## config.mk

```make
export PLATFORM = sky130hd
export DESIGN_NAME = option_loader
export DESIGN_NICKNAME = d
export VERILOG_FILES = /design/src/hw/optload_pkg.sv /design/src/hw/option_hold.sv /design/src/hw/option_loader.sv
export VERILOG_INCLUDE_DIRS = /design/src /design/src/hw
export SDC_FILE = /design/constraint.sdc
export NUM_CORES = 1
export LEC_CHECK = 0
export BUFFER_PORTS_ARGS = -buffer_cell sky130_fd_sc_hd__buf_2
export CORE_ASPECT_RATIO = 1.75
export CORE_UTILIZATION = 38
export CTS_BUF_LIST = sky130_fd_sc_hd__clkbuf_8
export DETAILED_ROUTE_END_ITERATION = 16
export GPL_ROUTABILITY_DRIVEN = 0
export GPL_TIMING_DRIVEN = 0
export PLACE_DENSITY = 0.84
export SLEW_MARGIN = 10
export SYNTH_ARGS = -nofsm -noshare
export SYNTH_HDL_FRONTEND = slang
export SYNTH_SLANG_ARGS = --single-unit
```

## constraint.sdc

```tcl
create_clock -name pclk -period 1.7 [get_ports pclk]
set_input_delay 0.085 -clock pclk [delete_from_list [all_inputs] [get_ports pclk]]
set_output_delay 0.085 -clock pclk [all_outputs]
set_load 0.03 [all_outputs]
```

## src/hw/optload_defines.svh

```systemverilog
// constants for the option byte loader: offsets, field positions, timing
// assumes: included by bare name from every design file that needs it
`ifndef OPTLOAD_DEFINES_SVH
`define OPTLOAD_DEFINES_SVH

// ============================================================
// flash locations of the two user option bytes
`define FLASH_OPT0_ADDR 16'h0000
`define FLASH_OPT1_ADDR 16'h0001
// erased flash reads as all ones
`define OPT_ERASED 8'hFF

// ============================================================
// apb register byte offsets
`define OFS_CTRL 12'h000
`define OFS_STAT 12'h004

// control register bits
`define CTRL_WDT_START 0
`define CTRL_BO_STOP_OFF 1
`define CTRL_XTAL_RUN 2
// status register bits
`define STAT_LOADED 0
`define STAT_WDT_RUN 1
`define STAT_XTAL_RUN 2

// ============================================================
// timing: clock rate and crystal start-up stretch of reset
`define CLK_MHZ 100
`define XTAL_SETTLE_NS 2000
`define XTAL_SETTLE_CYC ((`XTAL_SETTLE_NS * `CLK_MHZ + 999) / 1000)
`define SETTLE_W 8

`endif

```

## src/hw/optload_pkg.sv

```systemverilog
// types shared by the option byte loader and its holding bank
// assumes: compiled before every module that imports it
package optload_pkg;

    // ============================================================
    // oscillator drive modes, in field encoding order
    typedef enum logic [1:0] {
        OSC_EXT_RC,
        OSC_MIN_POWER,
        OSC_MED_POWER,
        OSC_MAX_POWER
    } osc_mode_t;

    // first option byte layout, msb first
    typedef struct packed {
        logic watchdog_action_select;
        logic watchdog_always_on;
        osc_mode_t oscillator_drive_select;
        logic brownout_always_on;
        logic read_protect;
        logic reserved_one;
        logic write_protect;
    } opt_zero_t;

    // second option byte layout, msb first
    typedef struct packed {
        logic [2:0] reserved_hi;
        logic crystal_off_at_reset;
        logic [3:0] reserved_lo;
    } opt_one_t;

    // load sequencer states
    typedef enum logic [2:0] {
        LD_READ0,
        LD_CAP0,
        LD_CAP1,
        LD_SETTLE,
        LD_RUN
    } load_state_t;

endpackage : optload_pkg

```

## src/hw/option_hold.sv

```systemverilog
// holding bank for the two option bytes
// assumes: load strobes come only from the reset-time sequencer
`timescale 1ns/100ps
`include "optload_defines.svh"

module option_hold (
    // clock and reset
    input wire logic clk,
    input wire logic rst_n,
    // load strobes and flash data
    input wire logic load_zero,
    input wire logic load_one,
    input wire logic [7:0] flash_byte,
    // held configuration
    output optload_pkg::opt_zero_t opt_zero_q,
    output optload_pkg::opt_one_t opt_one_q
);
    import optload_pkg::*;

    // ============================================================
    // byte zero, erased value until the first load
    always_ff @(posedge clk or negedge rst_n) begin
        if (!rst_n) begin
            opt_zero_q <= opt_zero_t'(`OPT_ERASED);
        end else if (load_zero) begin
            opt_zero_q <= opt_zero_t'(flash_byte);
        end
    end

    // byte one
    always_ff @(posedge clk or negedge rst_n) begin
        if (!rst_n) begin
            opt_one_q <= opt_one_t'(`OPT_ERASED);
        end else if (load_one) begin
            opt_one_q <= opt_one_t'(flash_byte);
        end
    end
endmodule : option_hold

```

## src/hw/option_loader.sv

```systemverilog
// option byte loader: copies the user option bytes out of flash on every
// reset and drives the configuration of watchdog, oscillator, brown-out,
// debugger and flash controller from them
// assumes: flash answers a read one clock after flash_rd_en, same clock;
// stop_recovery is a one-cycle pulse from logic on pclk
//
// Summary of operation
// - action bit 0: time-out raises interrupt
// - action bit 1: time-out resets system
// - always-on 0: watchdog runs, cannot stop
// - always-on 1: start by instruction, sticky
// - drive field selects RC/min/med/max oscillator
// - brown-out off in stop needs control bit
// - brown-out always-on 1: never off
// - read protect 0: code hidden, debug limited
// - read protect 1: code open, debug full
// - write protect 0: user erase/program blocked
// - write protect 1: program and erase allowed
// - crystal bit never selects system clock
// - crystal bit 0 runs crystal, longer reset
// - load options on every reset first
// - holding registers hidden from software
`timescale 1ns/100ps
`include "optload_defines.svh"

module option_loader (
    // clock and reset
    input wire logic pclk,
    input wire logic presetn,
    // apb slave
    input wire logic psel,
    input wire logic penable,
    input wire logic pwrite,
    input wire logic [11:0] paddr,
    input wire logic [31:0] pwdata,
    output logic [31:0] prdata,
    output logic pready,
    output logic pslverr,
    // reset sources and core hold
    input wire logic stop_recovery,
    output logic cpu_hold,
    // flash read port
    output logic flash_rd_en,
    output logic [15:0] flash_addr,
    input wire logic [7:0] flash_rdata,
    // watchdog
    input wire logic watchdog_enable_instruction,
    input wire logic wdt_timeout,
    output logic wdt_run,
    output logic wdt_irq_req,
    output logic wdt_sys_reset,
    // oscillator
    output optload_pkg::osc_mode_t osc_mode,
    output logic crystal_en,
    // brown-out
    input wire logic stop_mode,
    output logic brownout_en,
    // debugger and flash controller
    output logic user_code_read_en,
    output logic debug_full_en,
    input wire logic user_prog_req,
    output logic user_prog_grant,
    input wire logic debug_mass_erase_req,
    output logic mass_erase_grant
);
    import optload_pkg::*;

    // ============================================================
    // declarations
    load_state_t state_q;
    load_state_t state_d;
    logic [`SETTLE_W-1:0] settle_q;
    opt_zero_t opt_zero_q;
    opt_one_t opt_one_q;
    logic load_zero;
    logic load_one;
    logic wdt_run_q;
    logic wdt_irq_q;
    logic wdt_rst_q;
    logic bo_stop_off_q;
    logic xtal_run_q;
    logic [31:0] prdata_q;
    logic setup_rd;
    logic access_wr;
    logic loaded;

    // ============================================================
    // register decode, shared by write and error paths
    function automatic logic reg_hit(input logic [11:0] a);
        reg_hit = (a == `OFS_CTRL) || (a == `OFS_STAT);
    endfunction : reg_hit

    // ============================================================
    // load sequencer
    // read both bytes before release
    always_comb begin
        state_d = state_q;
        unique case (state_q)
            LD_READ0: state_d = LD_CAP0;
            LD_CAP0: state_d = LD_CAP1;
            // only a running crystal needs the start-up stretch
            LD_CAP1: state_d = flash_rdata[4] ? LD_RUN : LD_SETTLE;
            LD_SETTLE: state_d = (settle_q == '0) ? LD_RUN : LD_SETTLE;
            LD_RUN: state_d = LD_RUN;
        endcase
        if (stop_recovery) begin
            state_d = LD_READ0;
        end
    end

    // state register, reset starts a load
    always_ff @(posedge pclk or negedge presetn) begin
        if (!presetn) begin
            state_q <= LD_READ0;
        end else begin
            state_q <= state_d;
        end
    end

    always_ff @(posedge pclk or negedge presetn) begin
        if (!presetn) begin
            settle_q <= '0;
        end else if (state_q == LD_CAP1) begin
            settle_q <= `SETTLE_W'(`XTAL_SETTLE_CYC - 1);
        end else if (state_q == LD_SETTLE && settle_q != '0) begin
            settle_q <= settle_q - 1'b1;
        end
    end

    // flash address follows the sequencer, one read per byte
    always_comb begin
        flash_rd_en = (state_q == LD_READ0) || (state_q == LD_CAP0);
        flash_addr = (state_q == LD_CAP0) ? `FLASH_OPT1_ADDR : `FLASH_OPT0_ADDR;
    end

    // data of a read arrives one cycle after its request
    assign load_zero = (state_q == LD_CAP0);
    assign load_one = (state_q == LD_CAP1);
    assign loaded = (state_q == LD_RUN);
    assign cpu_hold = !loaded;

    // ============================================================
    // bank loads only from sequencer
    option_hold u_hold (
        .clk(pclk),
        .rst_n(presetn),
        .load_zero(load_zero),
        .load_one(load_one),
        .flash_byte(flash_rdata),
        .opt_zero_q(opt_zero_q),
        .opt_one_q(opt_one_q)
    );

    // ============================================================
    // watchdog enable
    // auto start or sticky start
    always_ff @(posedge pclk or negedge presetn) begin
        if (!presetn) begin
            wdt_run_q <= 1'b0;
        end else if (stop_recovery && opt_zero_q.watchdog_always_on) begin
            wdt_run_q <= 1'b0;
        end else if (loaded && !opt_zero_q.watchdog_always_on) begin
            wdt_run_q <= 1'b1;
        end else if (loaded && (watchdog_enable_instruction || (access_wr
                && paddr == `OFS_CTRL && pwdata[`CTRL_WDT_START]))) begin
            wdt_run_q <= 1'b1;
        end
    end

    always_ff @(posedge pclk or negedge presetn) begin
        if (!presetn) begin
            wdt_irq_q <= 1'b0;
            wdt_rst_q <= 1'b0;
        end else begin
            wdt_irq_q <= wdt_timeout && wdt_run_q
                && !opt_zero_q.watchdog_action_select;
            wdt_rst_q <= wdt_timeout && wdt_run_q
                && opt_zero_q.watchdog_action_select;
        end
    end

    assign wdt_run = wdt_run_q;
    assign wdt_irq_req = wdt_irq_q;
    assign wdt_sys_reset = wdt_rst_q;

    // ============================================================
    // oscillator
    // drive mode straight from field
    assign osc_mode = opt_zero_q.oscillator_drive_select;

    // crystal run after reset is software's; clock select lives elsewhere
    always_ff @(posedge pclk or negedge presetn) begin
        if (!presetn) begin
            xtal_run_q <= 1'b0;
        end else if (load_one) begin
            xtal_run_q <= !flash_rdata[4];
        end else if (loaded && access_wr && paddr == `OFS_CTRL) begin
            xtal_run_q <= pwdata[`CTRL_XTAL_RUN];
        end
    end

    assign crystal_en = cpu_hold ? !opt_one_q.crystal_off_at_reset : xtal_run_q;

    // ============================================================
    // brown-out
    always_ff @(posedge pclk or negedge presetn) begin
        if (!presetn) begin
            bo_stop_off_q <= 1'b0;
        end else if (access_wr && paddr == `OFS_CTRL) begin
            bo_stop_off_q <= pwdata[`CTRL_BO_STOP_OFF];
        end
    end

    // off only in stop, when allowed
    assign brownout_en = !(stop_mode && !opt_zero_q.brownout_always_on
        && bo_stop_off_q);

    // ============================================================
    // protection
    // read protect gating
    assign user_code_read_en = opt_zero_q.read_protect;
    assign debug_full_en = opt_zero_q.read_protect;
    assign user_prog_grant = user_prog_req && opt_zero_q.write_protect && loaded;
    // debugger mass erase stays open whatever the protection
    assign mass_erase_grant = debug_mass_erase_req;

    // ============================================================
    // apb slave, zero wait states
    // holding bytes never on the bus
    assign setup_rd = psel && !penable && !pwrite;
    assign access_wr = psel && penable && pwrite && reg_hit(paddr);

    // read data captured in setup so it comes out of a flop
    always_ff @(posedge pclk or negedge presetn) begin
        if (!presetn) begin
            prdata_q <= 32'h0000_0000;
        end else if (setup_rd) begin
            prdata_q <= 32'h0000_0000;
            if (paddr == `OFS_CTRL) begin
                prdata_q[`CTRL_BO_STOP_OFF] <= bo_stop_off_q;
                prdata_q[`CTRL_XTAL_RUN] <= xtal_run_q;
            end else if (paddr == `OFS_STAT) begin
                prdata_q[`STAT_LOADED] <= loaded;
                prdata_q[`STAT_WDT_RUN] <= wdt_run_q;
                prdata_q[`STAT_XTAL_RUN] <= crystal_en;
            end
        end
    end

    assign prdata = prdata_q;
    assign pready = 1'b1;
    // unmapped offsets answer with an error, writes are dropped
    assign pslverr = psel && penable && !reg_hit(paddr);
endmodule : option_loader

```

==> Word-level counts from Yosys, hierarchy flattened <==
Cells that the tools add are included.
{ "word_totals": {"reg_bits": 27, "input_bits": 63, "word_cells": 78} }
{ "classes": {"n_addsub": 1, "n_eq_ne": 5, "mux": 16, "reduce_logical": 41} }
{ "op_table": {"columns": ["operator", "count"], "rows": [
  ["$logic_and 1x1->1", 21],
  ["$mux 8", 2],
  ["$pmux 3 s5", 1],
  ["$eq 12x3->1 const B", 1],
  ["$logic_not 12->1", 1],
  ["$mux 3", 4],
  ["$logic_not 1->1", 10],
  ["$logic_not 8->1", 1],
  ["$mux 1", 8],
  ["$reduce_bool 8->1", 1],
  ["$sub 8x1->8 const B", 1],
  ["$eq 3x2->1 const B", 2],
  ["$reduce_bool 2->1", 2],
  ["$eq 3x1->1 const B", 1],
  ["$eq 3x3->1 const B", 1],
  ["$logic_not 3->1", 1],
  ["$logic_or 1x1->1", 3],
  ["$reduce_bool 3->1", 1],
  ["$mux 2", 1]
]} }

==> Longest topological paths before layout <==
Gate-level depths: netlist of the first run.
{ "depth": {"word_depth": 10, "ltp_mapped": 6, "depth_no_buf": 6} }

==> Modules after synthesis <==
Synthesis of the first run repeated with hierarchy kept, for this count alone.
{ "unflattened": {"hier_cells": 199, "hier_area_um2": 2115.8} }
{ "modules_own_cells": {"columns": ["module", "instances", "cells_each", "area_per_inst_um2", "seq_area_each_um2"], "rows": [
  ["option_loader", 1, 165, 1432.6, 475.5],
  ["option_hold", 1, 34, 683.2, 420.4]
]} }

==> Worst setup path before layout of the first run <==
No wires, ideal clock.
{ "synth_timing": {"kind": "register -> register", "from": "reg state_q[1]", "to": "reg, netlist name u_hold.opt_zero_q[0]", "setup_time_ns": 0.082, "t_arrival_ns": 1.605, "slack_ns": 0.013, "stages_incl_launch_ff": 5, "path_cell_list": "dfrtp_1 nor2_1 and2_1 buf_2 mux2_2"} }
{ "synth_via": {"elab_chain_len": 1} }
{ "synth_rtl": {"columns": ["element", "line", "text"], "rows": [
  ["from (decl)", "option_loader.sv:70", "load_state_t state_q;"],
  ["from (signal assigned)", "option_loader.sv:116", "state_q <= state_d;"],
  ["$eq 3x1->1", "option_loader.sv:137", "assign load_zero = (state_q == LD_CAP0);"],
  ["named net load_zero", "option_loader.sv:75", "logic load_zero;"]
]} }
The timed path passes the listed nets, and every way through them passes these cells.
A chain may end at the register's enable or synchronous reset.

==> Worst setup path in the final report of the first run <==
{ "layout_timing": {"from": "reg settle_q[1]", "to": "reg settle_q[2]"} }
{ "layout_via": {"elab_chain_len": 3, "elab_cells_between_ends": 6, "cone_classes": "add/sub: 1; mux: 2; reduce/logical: 3"} }
{ "layout_rtl": {"columns": ["element", "line", "text"], "rows": [
  ["from (decl)", "option_loader.sv:72", "logic [`SETTLE_W-1:0] settle_q;"],
  ["from (signal assigned)", "option_loader.sv:124", "settle_q <= `SETTLE_W'(`XTAL_SETTLE_CYC - 1);"],
  ["from (signal assigned)", "option_loader.sv:126", "settle_q <= settle_q - 1'b1;"],
  ["$sub 8x1->8 / $reduce_bool 8->1 (equally long branches)", "option_loader.sv:126, option_loader.sv:125", null],
  ["$mux 8 / $logic_and 1x1->1 (equally long branches)", "option_loader.sv:125", "end else if (state_q == LD_SETTLE && settle_q != '0) begin"],
  ["$mux 8 / $reduce_bool 2->1 (equally long branches)", null, null]
]} }
Several ways; a longest one is shown, not always the timed one. The select of a mux whose other input is x is not followed.

==> flow_summary.toml, run 1 <==
[route]
route.final.wire_length_um = 3640
num_vias = 1523
initialDrtViolationCount = 10
antenna_left = 0
avgViaCountPerCell = 4.47
wl_per_cell_um = 10.7
post-route-drc-count = 0
dr.pass1.iters = 4

[grt]
grt_pass1_vias = 1357
grt_first_pass_wirelength_um = 5600
globalRouteTotalUtil = 0.153
grt_max_degree = 28
grt_antenna_before_repair = 0
grt.overflow.total = 0

[timing]
period_minus_slack_ns = 1.65
max-slew-margin-rel = 0.608
tightestPinTransition_ns = 0.588
report.final.slew_viol_count = 0
clock-skew-final_ns = 0.00298
final_critical_path_setup_slack_ns = 0.0484
fin_crit_share = 0.972
final-setup-viol-count = 0
report.final.hold_viol_count = 0
max_freq_ghz = 0.605

[logic_synthesis]
synth_top_cell_area_share = 0.268
yosysMostFrequentCell = "buf_4"
post-synth-top-area-cell = "dfrtp_1"
ys_warn_count = 0
post_synth_instance_area_um2 = 1780
ys_seq_area_frac = 0.386
avgSynthCellArea_um2 = 9.65
synth_async_sr_flop_share = 1.00
post_synth_top_cells = "buf_4 (50), dfrtp_1 (19), nand2_1 (13)"
yosys-top-cells-area = "dfrtp_1 (27%), buf_4 (21%), dfstp_2 (12%)"
synth_cell_types = 46
post_synth_inst_count = 184
number_of_flip_flops_and_latches_in_the_synthesized_netlist = 27
yosys_most_used_dff = "dfrtp_1"
edff_count_synth = 0

[cells_and_area]
num-nets-final = 355
seq_area_um2 = 688
fillerInstances = 391
antenna_cells_inserted = 0
area_taken_by_multi_input_logic_gates_um2 = 897
final-instance-count-excl-fill = 341
final_layout_size_suffix_gt1_frac = 0.500
finish.instance_area_um2 = 2430
area_growth_syn_to_layout_pct = 36.9

[critical_path]
crit_required_ns = 1.86
critical_path_source = "settle_q[1]"
worst_path_largest_cell_delay_ns = 0.50
cp_max_fo = 3
arrival_ns = 1.81
timing.rr.start = "settle_q[1]"
critical_path.n_buffers_inverters = 1
critical_path.endpoint_type = "flip-flop"
path_cells = "inv_2 > ha_4 > or4b_4 > o211ai_4 > xor2_1 > nand2_1"
cp_slowest_cell = "or4b_4"
nature_of_the_critical_path_startpoint = "flip-flop"
worst-setup-path-type = "reg2reg"
critPathTopFamily = "simple AND/OR/NAND/NOR gates"

[die]
die_x_um = 53.7
die_area_um2 = 4960
floorplan.initialDensity = 0.399
io-pin-count = 126
row_count = 32
die_y_um = 92.4
core_region_area_um2 = 4440

[pwr]
switching_share = 0.369
power.leakage_nw = 1.26
p_per_area_nw_per_um2 = 945
power.ir.vdd_worst_uv = 628
total_switching_power_uw = 848
p_comb_frac = 0.428
power.clock.fraction = 0.153
total_power_mw = 2.30
internal-power_mw = 1.45
seqPwrFrac = 0.419

[placed_design]
detailed_place_hpwl_um = 2830
area_after_dpl_um2 = 2250
place_inst = 327
io_buffers = 49
dp_worst_setup_slack_ns = -0.0935

[clock_network]
htreeDepth = 1
clockBufferDepth = 2
clk_transition_reported_paths_ns = 0.08
numCtsBuffers = 3
clock_insertion_delay_worst_skew_ns = 0.27
tritoncts = "done"
clock_sinks = 27
ctsRootBufferMaster = "clkbuf_8"

[run]
maxCapViolations = 0

[outcome]
outcome = "complete, no violations"

[min_path]
hold_path.class = "in2reg"
hold_start = "stop_recovery"
## cell type report
class | count | area share
timing repair buffer | 59 | 0.134
clock buffer | 3 | 0.0170
tap | 51 | 0.0263
multi-input combinational | 142 | 0.369
inverter | 5 | 0.00772
buffer | 53 | 0.161
sequential | 27 | 0.283
clock inverter | 1 | 0.00154
## routing by layer
layer  up-vias  GRT usage  part of all wire
met1       680      0.119              0.31
li1        749          -                 -
met4         0     0.0987             0.041
met2        78      0.300              0.57
met5         -          0                 0
met3        16     0.0328             0.081
## path summary, 6_finish.rpt
| kind | to | slack [ns] | cells after the start |
|---|---|---|---|
| setup / recovery | settle_q[2] | 0.05 | 6 |
| hold / removal | state_q[2] | 0.04 | 2 |
| setup reg to reg | settle_q[2] | 0.05 | 6 |
| hold reg to reg | u_hold.opt_one_q[4] | 0.47 | 2 |
| max in group asynchronous | state_q[2] | 0.93 | 2 |
| min in group asynchronous | prdata[0] | 0.35 | 2 |
## cell families (layout without fill, tap and decap cells)
logic type	Yosys count	after routing	synth area share
compound gates	24	24	0.0973
mux	11	11	0.0677
simple gates	58	58	0.194
fa+ha+maj	1	1	0.00705
other cells	2	45	0.00423
flops	27	27	0.386
xor+xnor	3	3	0.0148
buf+inv	58	121	0.229
## stage by stage
stage	util	hold slack [ns]	TNS, ns
floorplan	-	-0.211	0
global placement	0.505	0.119	-0.254
detailed placement	0.505	0.123	-0.409
CTS	0.535	0.0337	0
global route	0.547	0.0419	-0.0177
finish	0.547	0.0361	0
## power by group through the flow
| stage | registers [mW] | clock network, mW | logic [mW] |
|---|---|---|---|
| 5_1_grt | 0.984 | 0.382 | 1.06 |
| 3_5_place_dp | 0.974 | 0 | 0.878 |
| 4_1_cts | 0.959 | 0.366 | 0.963 |
| 2_1_floorplan | 0.982 | 0 | 0.669 |
| 3_3_place_gp | 0.963 | 0 | 0.858 |
| 6_report | 0.961 | 0.352 | 0.984 |
## sequential cells by signal, summed over array words and instances (netlist names)
| register | flops |
|---|---|
| prdata | 3 |
| xtal_run_q | 1 |
| u_hold.opt_one_q | 1 |
| state_q | 3 |
| wdt_run | 1 |
| bo_stop_off_q | 1 |
| settle_q | 8 |
| wdt_sys_reset | 1 |
| wdt_irq_req | 1 |
| u_hold.opt_zero_q | 7 |
## cell usage in the layout, fill, tap and decap left out, types with 2 or more instances in the layout
cell type	n
buf_4	59
nor4_1	4
inv_1	3
nand2_1	13
buf_2	49
nor2_1	7
clkbuf_4	2
and2_1	2
and3_1	3
inv_2	3
o21ai_0	3
dfstp_2	8
dfrtp_1	17
nand3b_1	4
nor3_1	3
xnor2_1	2
clkbuf_8	3
o31ai_1	3
mux2_2	8
o31a_1	2
dfrtp_2	2
nand2b_1	5
or3_1	2
conb_1	45
a21oi_1	8
nand3_1	3
mux2i_1	3
## what timing repair did
action	in CTS	in global routing
pin swaps	4	2
endpoints found under the setup margin	10	9
setup buffers	6	3
gates resized for setup	8	8
hold buffers	1	0
hold endpoints to repair	19	0
(Power assumes the default switching activity.)
==> run 2, diff against run 1 <==
- SETUP_SLACK_MARGIN: default -> 0.15
==> run 2 against run 1 <==
  * The run now ends with setup timing left
  * Clock skew increased by 0.0058 ns
  * Total power increased by 8.1%
  * Count of clock-buffer cells in the layout unchanged
  * Global-route usage increased by 0.86 points
  * Worst setup slack got worse by 0.055 ns
  * Sequential share of layout area decreased by 1.9 points
  * Flip-flop and latch count unchanged
  * First-iteration DRC count increased to 3.2 times the previous value
  * Critical path type unchanged
==> flow_summary.toml, run 2 (synthesis gave the netlist of run 1 again) <==
[route]
antenna_left = 0
avgViaCountPerCell = 4.69
post-route-drc-count = 0
route.final.wire_length_um = 4450
dr.pass1.iters = 4
wl_per_cell_um = 12.7
initialDrtViolationCount = 32
num_vias = 1640

[pwr]
power.leakage_nw = 1.33
total_switching_power_uw = 941
total_power_mw = 2.48
p_comb_frac = 0.451
power.ir.vdd_worst_uv = 608
internal-power_mw = 1.54
power.clock.fraction = 0.154
switching_share = 0.379
seqPwrFrac = 0.395
p_per_area_nw_per_um2 = 950

[cells_and_area]
largestRegisters = "settle_q: 8 flops, u_hold.opt_zero_q: 7 flops"
final_common_cell = "buf_4"
largest-register = "settle_q"
num-nets-final = 364
fillerInstances = 358
final-instance-count-excl-fill = 350
most-common-layout-cells = "buf_4 (67), conb_1 (45), buf_2 (45), dfrtp_1 (16), nand2_1 (13)"
antenna_cells_inserted = 0
final_layout_size_suffix_gt1_frac = 0.559
largest_register_ffs = 8
area_growth_syn_to_layout_pct = 47.1
seq_area_um2 = 689
area_taken_by_multi_input_logic_gates_um2 = 963

[die]
die_area_um2 = 4960
io-pin-count = 126
core_region_area_um2 = 4440
die_y_um = 92.4
floorplan.initialDensity = 0.399
die_x_um = 53.7
row_count = 32

[placed_design]
place_inst = 327
io_buffers = 49
detailed_place_hpwl_um = 2830

[critical_path]
crit_required_ns = 1.91
arrival_ns = 1.92
path_cells = "nor3b_4 > inv_4 > or4_4 > a22oi_2"
cp_slowest_cell = "or4_4"
worst-setup-path-type = "reg2reg"
cp_max_fo = 7
nature_of_the_critical_path_startpoint = "flip-flop"
critical_path.endpoint_type = "flip-flop"
worst_path_largest_cell_delay_ns = 0.57

[clock_network]
ctsRootBufferMaster = "clkbuf_8"
clock_sinks = 27
clk_transition_reported_paths_ns = 0.10
clockBufferDepth = 2
clock_insertion_delay_worst_skew_ns = 0.28
htreeDepth = 1
numCtsBuffers = 3
tritoncts = "done"

[grt]
grt_pass1_vias = 1419
grt_antenna_before_repair = 0
grt_use_met3 = 0.0345
grt.overflow.total = 0
groute.layer.met2.usage = 0.317
grt_use_met1 = 0.138
globalRouteTotalUtil = 0.162
grt_max_degree = 28
grt_first_pass_wirelength_um = 5910
globalRoute.busiestLayer = "met2"

[timing]
max_freq_ghz = 0.586
report.final.hold_viol_count = 0
final_critical_path_setup_slack_ns = -0.00705
report.final.slew_viol_count = 0
period_minus_slack_ns = 1.71
final-setup-viol-count = 1
clock-skew-final_ns = 0.00874
tightestPinTransition_ns = 0.584
whs_ns = 0.0291
max-slew-margin-rel = 0.611
rsz0062_at_grt = "true"
fin_crit_share = 1.00

[outcome]
violated_checks = "setup timing"
outcome = "finished, violations left"

[run]
maxCapViolations = 0

[min_path]
hold_path.class = "in2reg"
## run 2: cell count changes in the layout (fill, tap and decap cells not counted), moves of 2 or more
cell / before / now
buf_2: 49 / 45
nor2_1: 7 / 5
buf_4: 59 / 67
a21oi_2: 0 / 2
a21oi_1: 8 / 5
buf_6: 0 / 6
clkbuf_4: 2 / 0
nor2_4: 0 / 2
## run 2: critical path, delay by kind of cell (launching register included)
family                 cells  cell delay (ns)
AO/OA/AOI/OAI              1             0.14
buffers and inverters      1             0.12
flip-flops                 1             0.46
AND/OR/NAND/NOR            2             0.91
## run 2: what timing repair did
item	in CTS	in global routing
setup buffers	10	8
pin swaps	4	13
hold endpoints to repair	19	0
hold buffers	1	0
cloned	0	0
resized for setup	15	28
setup endpoints to repair	23	17
## run 2: power groups by stage
stage | Sequential [mW] | Combinational, mW | Clock (mW)
3_5_place_dp | 0.972 | 0.882 | 0
6_report | 0.981 | 1.12 | 0.382
4_1_cts | 0.959 | 1.01 | 0.376
5_1_grt | 1.00 | 1.20 | 0.408
3_3_place_gp | 0.965 | 0.864 | 0
2_1_floorplan | 0.983 | 0.673 | 0
## run 2: final cells by class
type / instances / share of cell area
inverter: 5 / 0.00815
timing repair buffer: 68 / 0.161
tap: 51 / 0.0244
sequential: 27 / 0.264
clock inverter: 1 / 0.00287
clock buffer: 3 / 0.0158
buffer: 53 / 0.155
multi-input combinational: 142 / 0.369
## run 2: per-layer routing
metal,vias to the layer above,share of wire
li1,771,-
met1,768,0.32
met2,89,0.59
met3,12,0.069
met4,0,0.023
met5,-,0
## run 2: final timing paths
check	startpoint	endpoint	slack [ns]	depth (start not counted)
min	flash_rdata[0]	u_hold.opt_zero_q[0]	0.03	2
max reg2reg	state_q[0]	wdt_run	-0.007	4
min reg2reg	prdata[1]	prdata[1]	0.49	2
max	state_q[0]	wdt_run	-0.007	4
max in group asynchronous	presetn	state_q[2]	0.95	2
min in group asynchronous	presetn	settle_q[0]	0.33	2
## run 2: through the flow
| step | util | cell area [um^2] | worst slack (ns) | TNS (ns) |
|---|---|---|---|---|
| floorplan | - | 1950 | 0.0882 | 0 |
| finish | 0.588 | 2610 | -0.00705 | -0.00705 |
| CTS | 0.550 | 2450 | 0.0406 | 0 |
| detailed placement | 0.508 | 2260 | -0.0849 | -0.151 |
| global placement | 0.508 | 2260 | -0.0634 | -0.0985 |
| global route | 0.588 | 2610 | -0.0386 | -0.141 |
==> run 3, diff against run 2 <==
- CTS_CLUSTER_DIAMETER: default -> 120
- REMOVE_ABC_BUFFERS: default -> 1
- SLEW_MARGIN: 10 -> 20
==> run 3 against run 2 <==
  * The flow now finishes without violations
  * Fmax is 1.9% higher
  * Worst setup slack better by 0.031 ns
  * Combinational power is 21% lower
  * Clock power is 8.6% lower
  * Sequential power is 0.4% lower
  * Critical path type unchanged
==> flow_summary.toml, run 3 (synthesis gave the netlist of run 1 again) <==
[outcome]
outcome = "complete, no violations"

[cells_and_area]
largestRegisters = "settle_q: 8 flops, u_hold.opt_zero_q: 7 flops"
area_taken_by_multi_input_logic_gates_um2 = 921
area_growth_syn_to_layout_pct = 19.0
num-nets-final = 307
utilization = 0.475
most-common-layout-cells = "conb_1 (45), buf_2 (45), buf_4 (17), dfrtp_1 (16), nand2_1 (13)"
largest-register = "settle_q"
final_layout_size_suffix_gt1_frac = 0.438
fillerInstances = 383
final-instance-count-excl-fill = 293
largest_register_ffs = 8
seq_area_um2 = 689
antenna_cells_inserted = 0

[critical_path]
arrival_ns = 1.82
critical_path.endpoint_type = "flip-flop"
path_cells = "inv_2 > ha_4 > or4b_4 > o211ai_4 > xor2_1 > nand2_1"
worst-setup-path-type = "reg2reg"
cp_slowest_cell = "or4b_4"
crit_required_ns = 1.85
critical_path.n_buffers_inverters = 1
rrSetupSlack_ns = 0.02
nature_of_the_critical_path_startpoint = "flip-flop"
critPathTopFamily = "simple AND/OR/NAND/NOR gates"
cp_max_fo = 3
worstReg2RegEnd = "settle_q[2]"
reg2regPathDepth = 6
worst_path_largest_cell_delay_ns = 0.50
timing.rr.start = "settle_q[1]"

[timing]
fin_crit_share = 0.986
period_minus_slack_ns = 1.68
report.final.slew_viol_count = 0
setup-tns-final_ns = 0
max_freq_ghz = 0.597
report.final.hold_viol_count = 0
final-setup-viol-count = 0
clock-skew-final_ns = 0.00157
max-slew-margin-rel = 0.583
rsz0062_at_grt = "true"
tightestPinTransition_ns = 0.626

[pwr]
power.ir.vdd_worst_uv = 591
switching_share = 0.388
p_comb_frac = 0.399
total_switching_power_uw = 856
internal-power_mw = 1.35
p_per_area_nw_per_um2 = 1040
seqPwrFrac = 0.443
power.clock.fraction = 0.158
power.leakage_nw = 1.00

[clock_network]
ctsRootBufferMaster = "clkbuf_8"
htreeDepth = 1
clk_transition_reported_paths_ns = 0.09
clock_sinks = 27
clock_insertion_delay_worst_skew_ns = 0.27
numCtsBuffers = 3
tritoncts = "done"
clockBufferDepth = 2

[min_path]
hold_start = "stop_recovery"
timing.hold.worst_endpoint = "state_q[2]"
whs_path_depth = 2
hold_path.class = "in2reg"

[grt]
globalRouteTotalUtil = 0.151
grt_max_degree = 28
grt_antenna_before_repair = 0
grt.overflow.total = 0
grt_first_pass_wirelength_um = 5590
grt_pass1_vias = 1272

[route]
avgViaCountPerCell = 4.91
post-route-drc-count = 0
initialDrtViolationCount = 40
dr.pass1.iters = 4
route.final.wire_length_um = 3800
antenna_left = 0
wl_per_cell_um = 13.0
num_vias = 1439

[die]
die_area_um2 = 4960
row_count = 32
core_region_area_um2 = 4440
io-pin-count = 126
die_y_um = 92.4
die_x_um = 53.7
floorplan.initialDensity = 0.399

[placed_design]
place_inst = 273
detailed_place_hpwl_um = 2510
io_buffers = 48

[run]
maxCapViolations = 0
[run 3: cell count changes in the layout (fill, tap and decap cells not counted), sizes merged]
cell      change
clkbuf        -1
buf          -56
inv           +1
clkinvlp      -1
[run 3: metrics by stage]
step | total power, mW | worst slack, ns | cell area, um^2 | hold slack [ns]
after floorplan | 1.51 | -0.210 | 1550 | -0.211
after global routing | 2.33 | -0.0551 | 2110 | 0.0186
final | 2.21 | 0.0240 | 2110 | 0.0354
after global placement | 1.68 | -0.0582 | 1850 | 0.113
after CTS | 2.15 | 0.0247 | 2000 | 0.0271
after detailed placement | 1.71 | -0.0998 | 1850 | 0.125
[run 3: layout make-up]
type                       count  area share
clock buffer                   3      0.0195
tap                           51      0.0302
inverter                       5     0.00889
multi-input combinational    142       0.436
clock inverter                 1     0.00178
sequential                    27       0.326
timing repair buffer          64       0.177
[run 3: power groups by stage]
stage               combinational [mW]  clock (mW)  sequential [mW]
floorplan                        0.447           0             1.06
global placement                 0.707           0            0.972
detailed placement               0.721           0            0.984
CTS                              0.820       0.360            0.970
global route                     0.950       0.389            0.995
finish                           0.880       0.349            0.977
[run 3: worst max path at each step]
stage,startpoint,to,slack (ns),cells past startpoint
floorplan,state_q[1],u_hold.opt_zero_q[0],-0.21,3
global placement,settle_q[0],settle_q[3],-0.06,6
detailed placement,settle_q[0],settle_q[2],-0.1,6
CTS,settle_q[1],settle_q[2],0.02,6
global route,state_q[1],crystal_en,-0.06,4
finish,settle_q[1],settle_q[2],0.02,6
[run 3: timing repair]
item,in CTS,in global routing
pin swaps,4,11
endpoints found under the hold margin,19,0
hold buffers,1,0
setup buffers,6,9
resized for setup,13,16
endpoints found under the setup margin,18,16
[run 3: routing by layer]
| metal | up-vias | wire [um] | GRT usage |
|---|---|---|---|
| met2 | 85 | 2280 | 0.282 |
| met3 | 8 | 184 | 0.0164 |
| met4 | 0 | 53 | 0.0702 |
| met1 | 695 | 1290 | 0.155 |
| li1 | 651 | - | - |
| met5 | - | 0 | 0 |
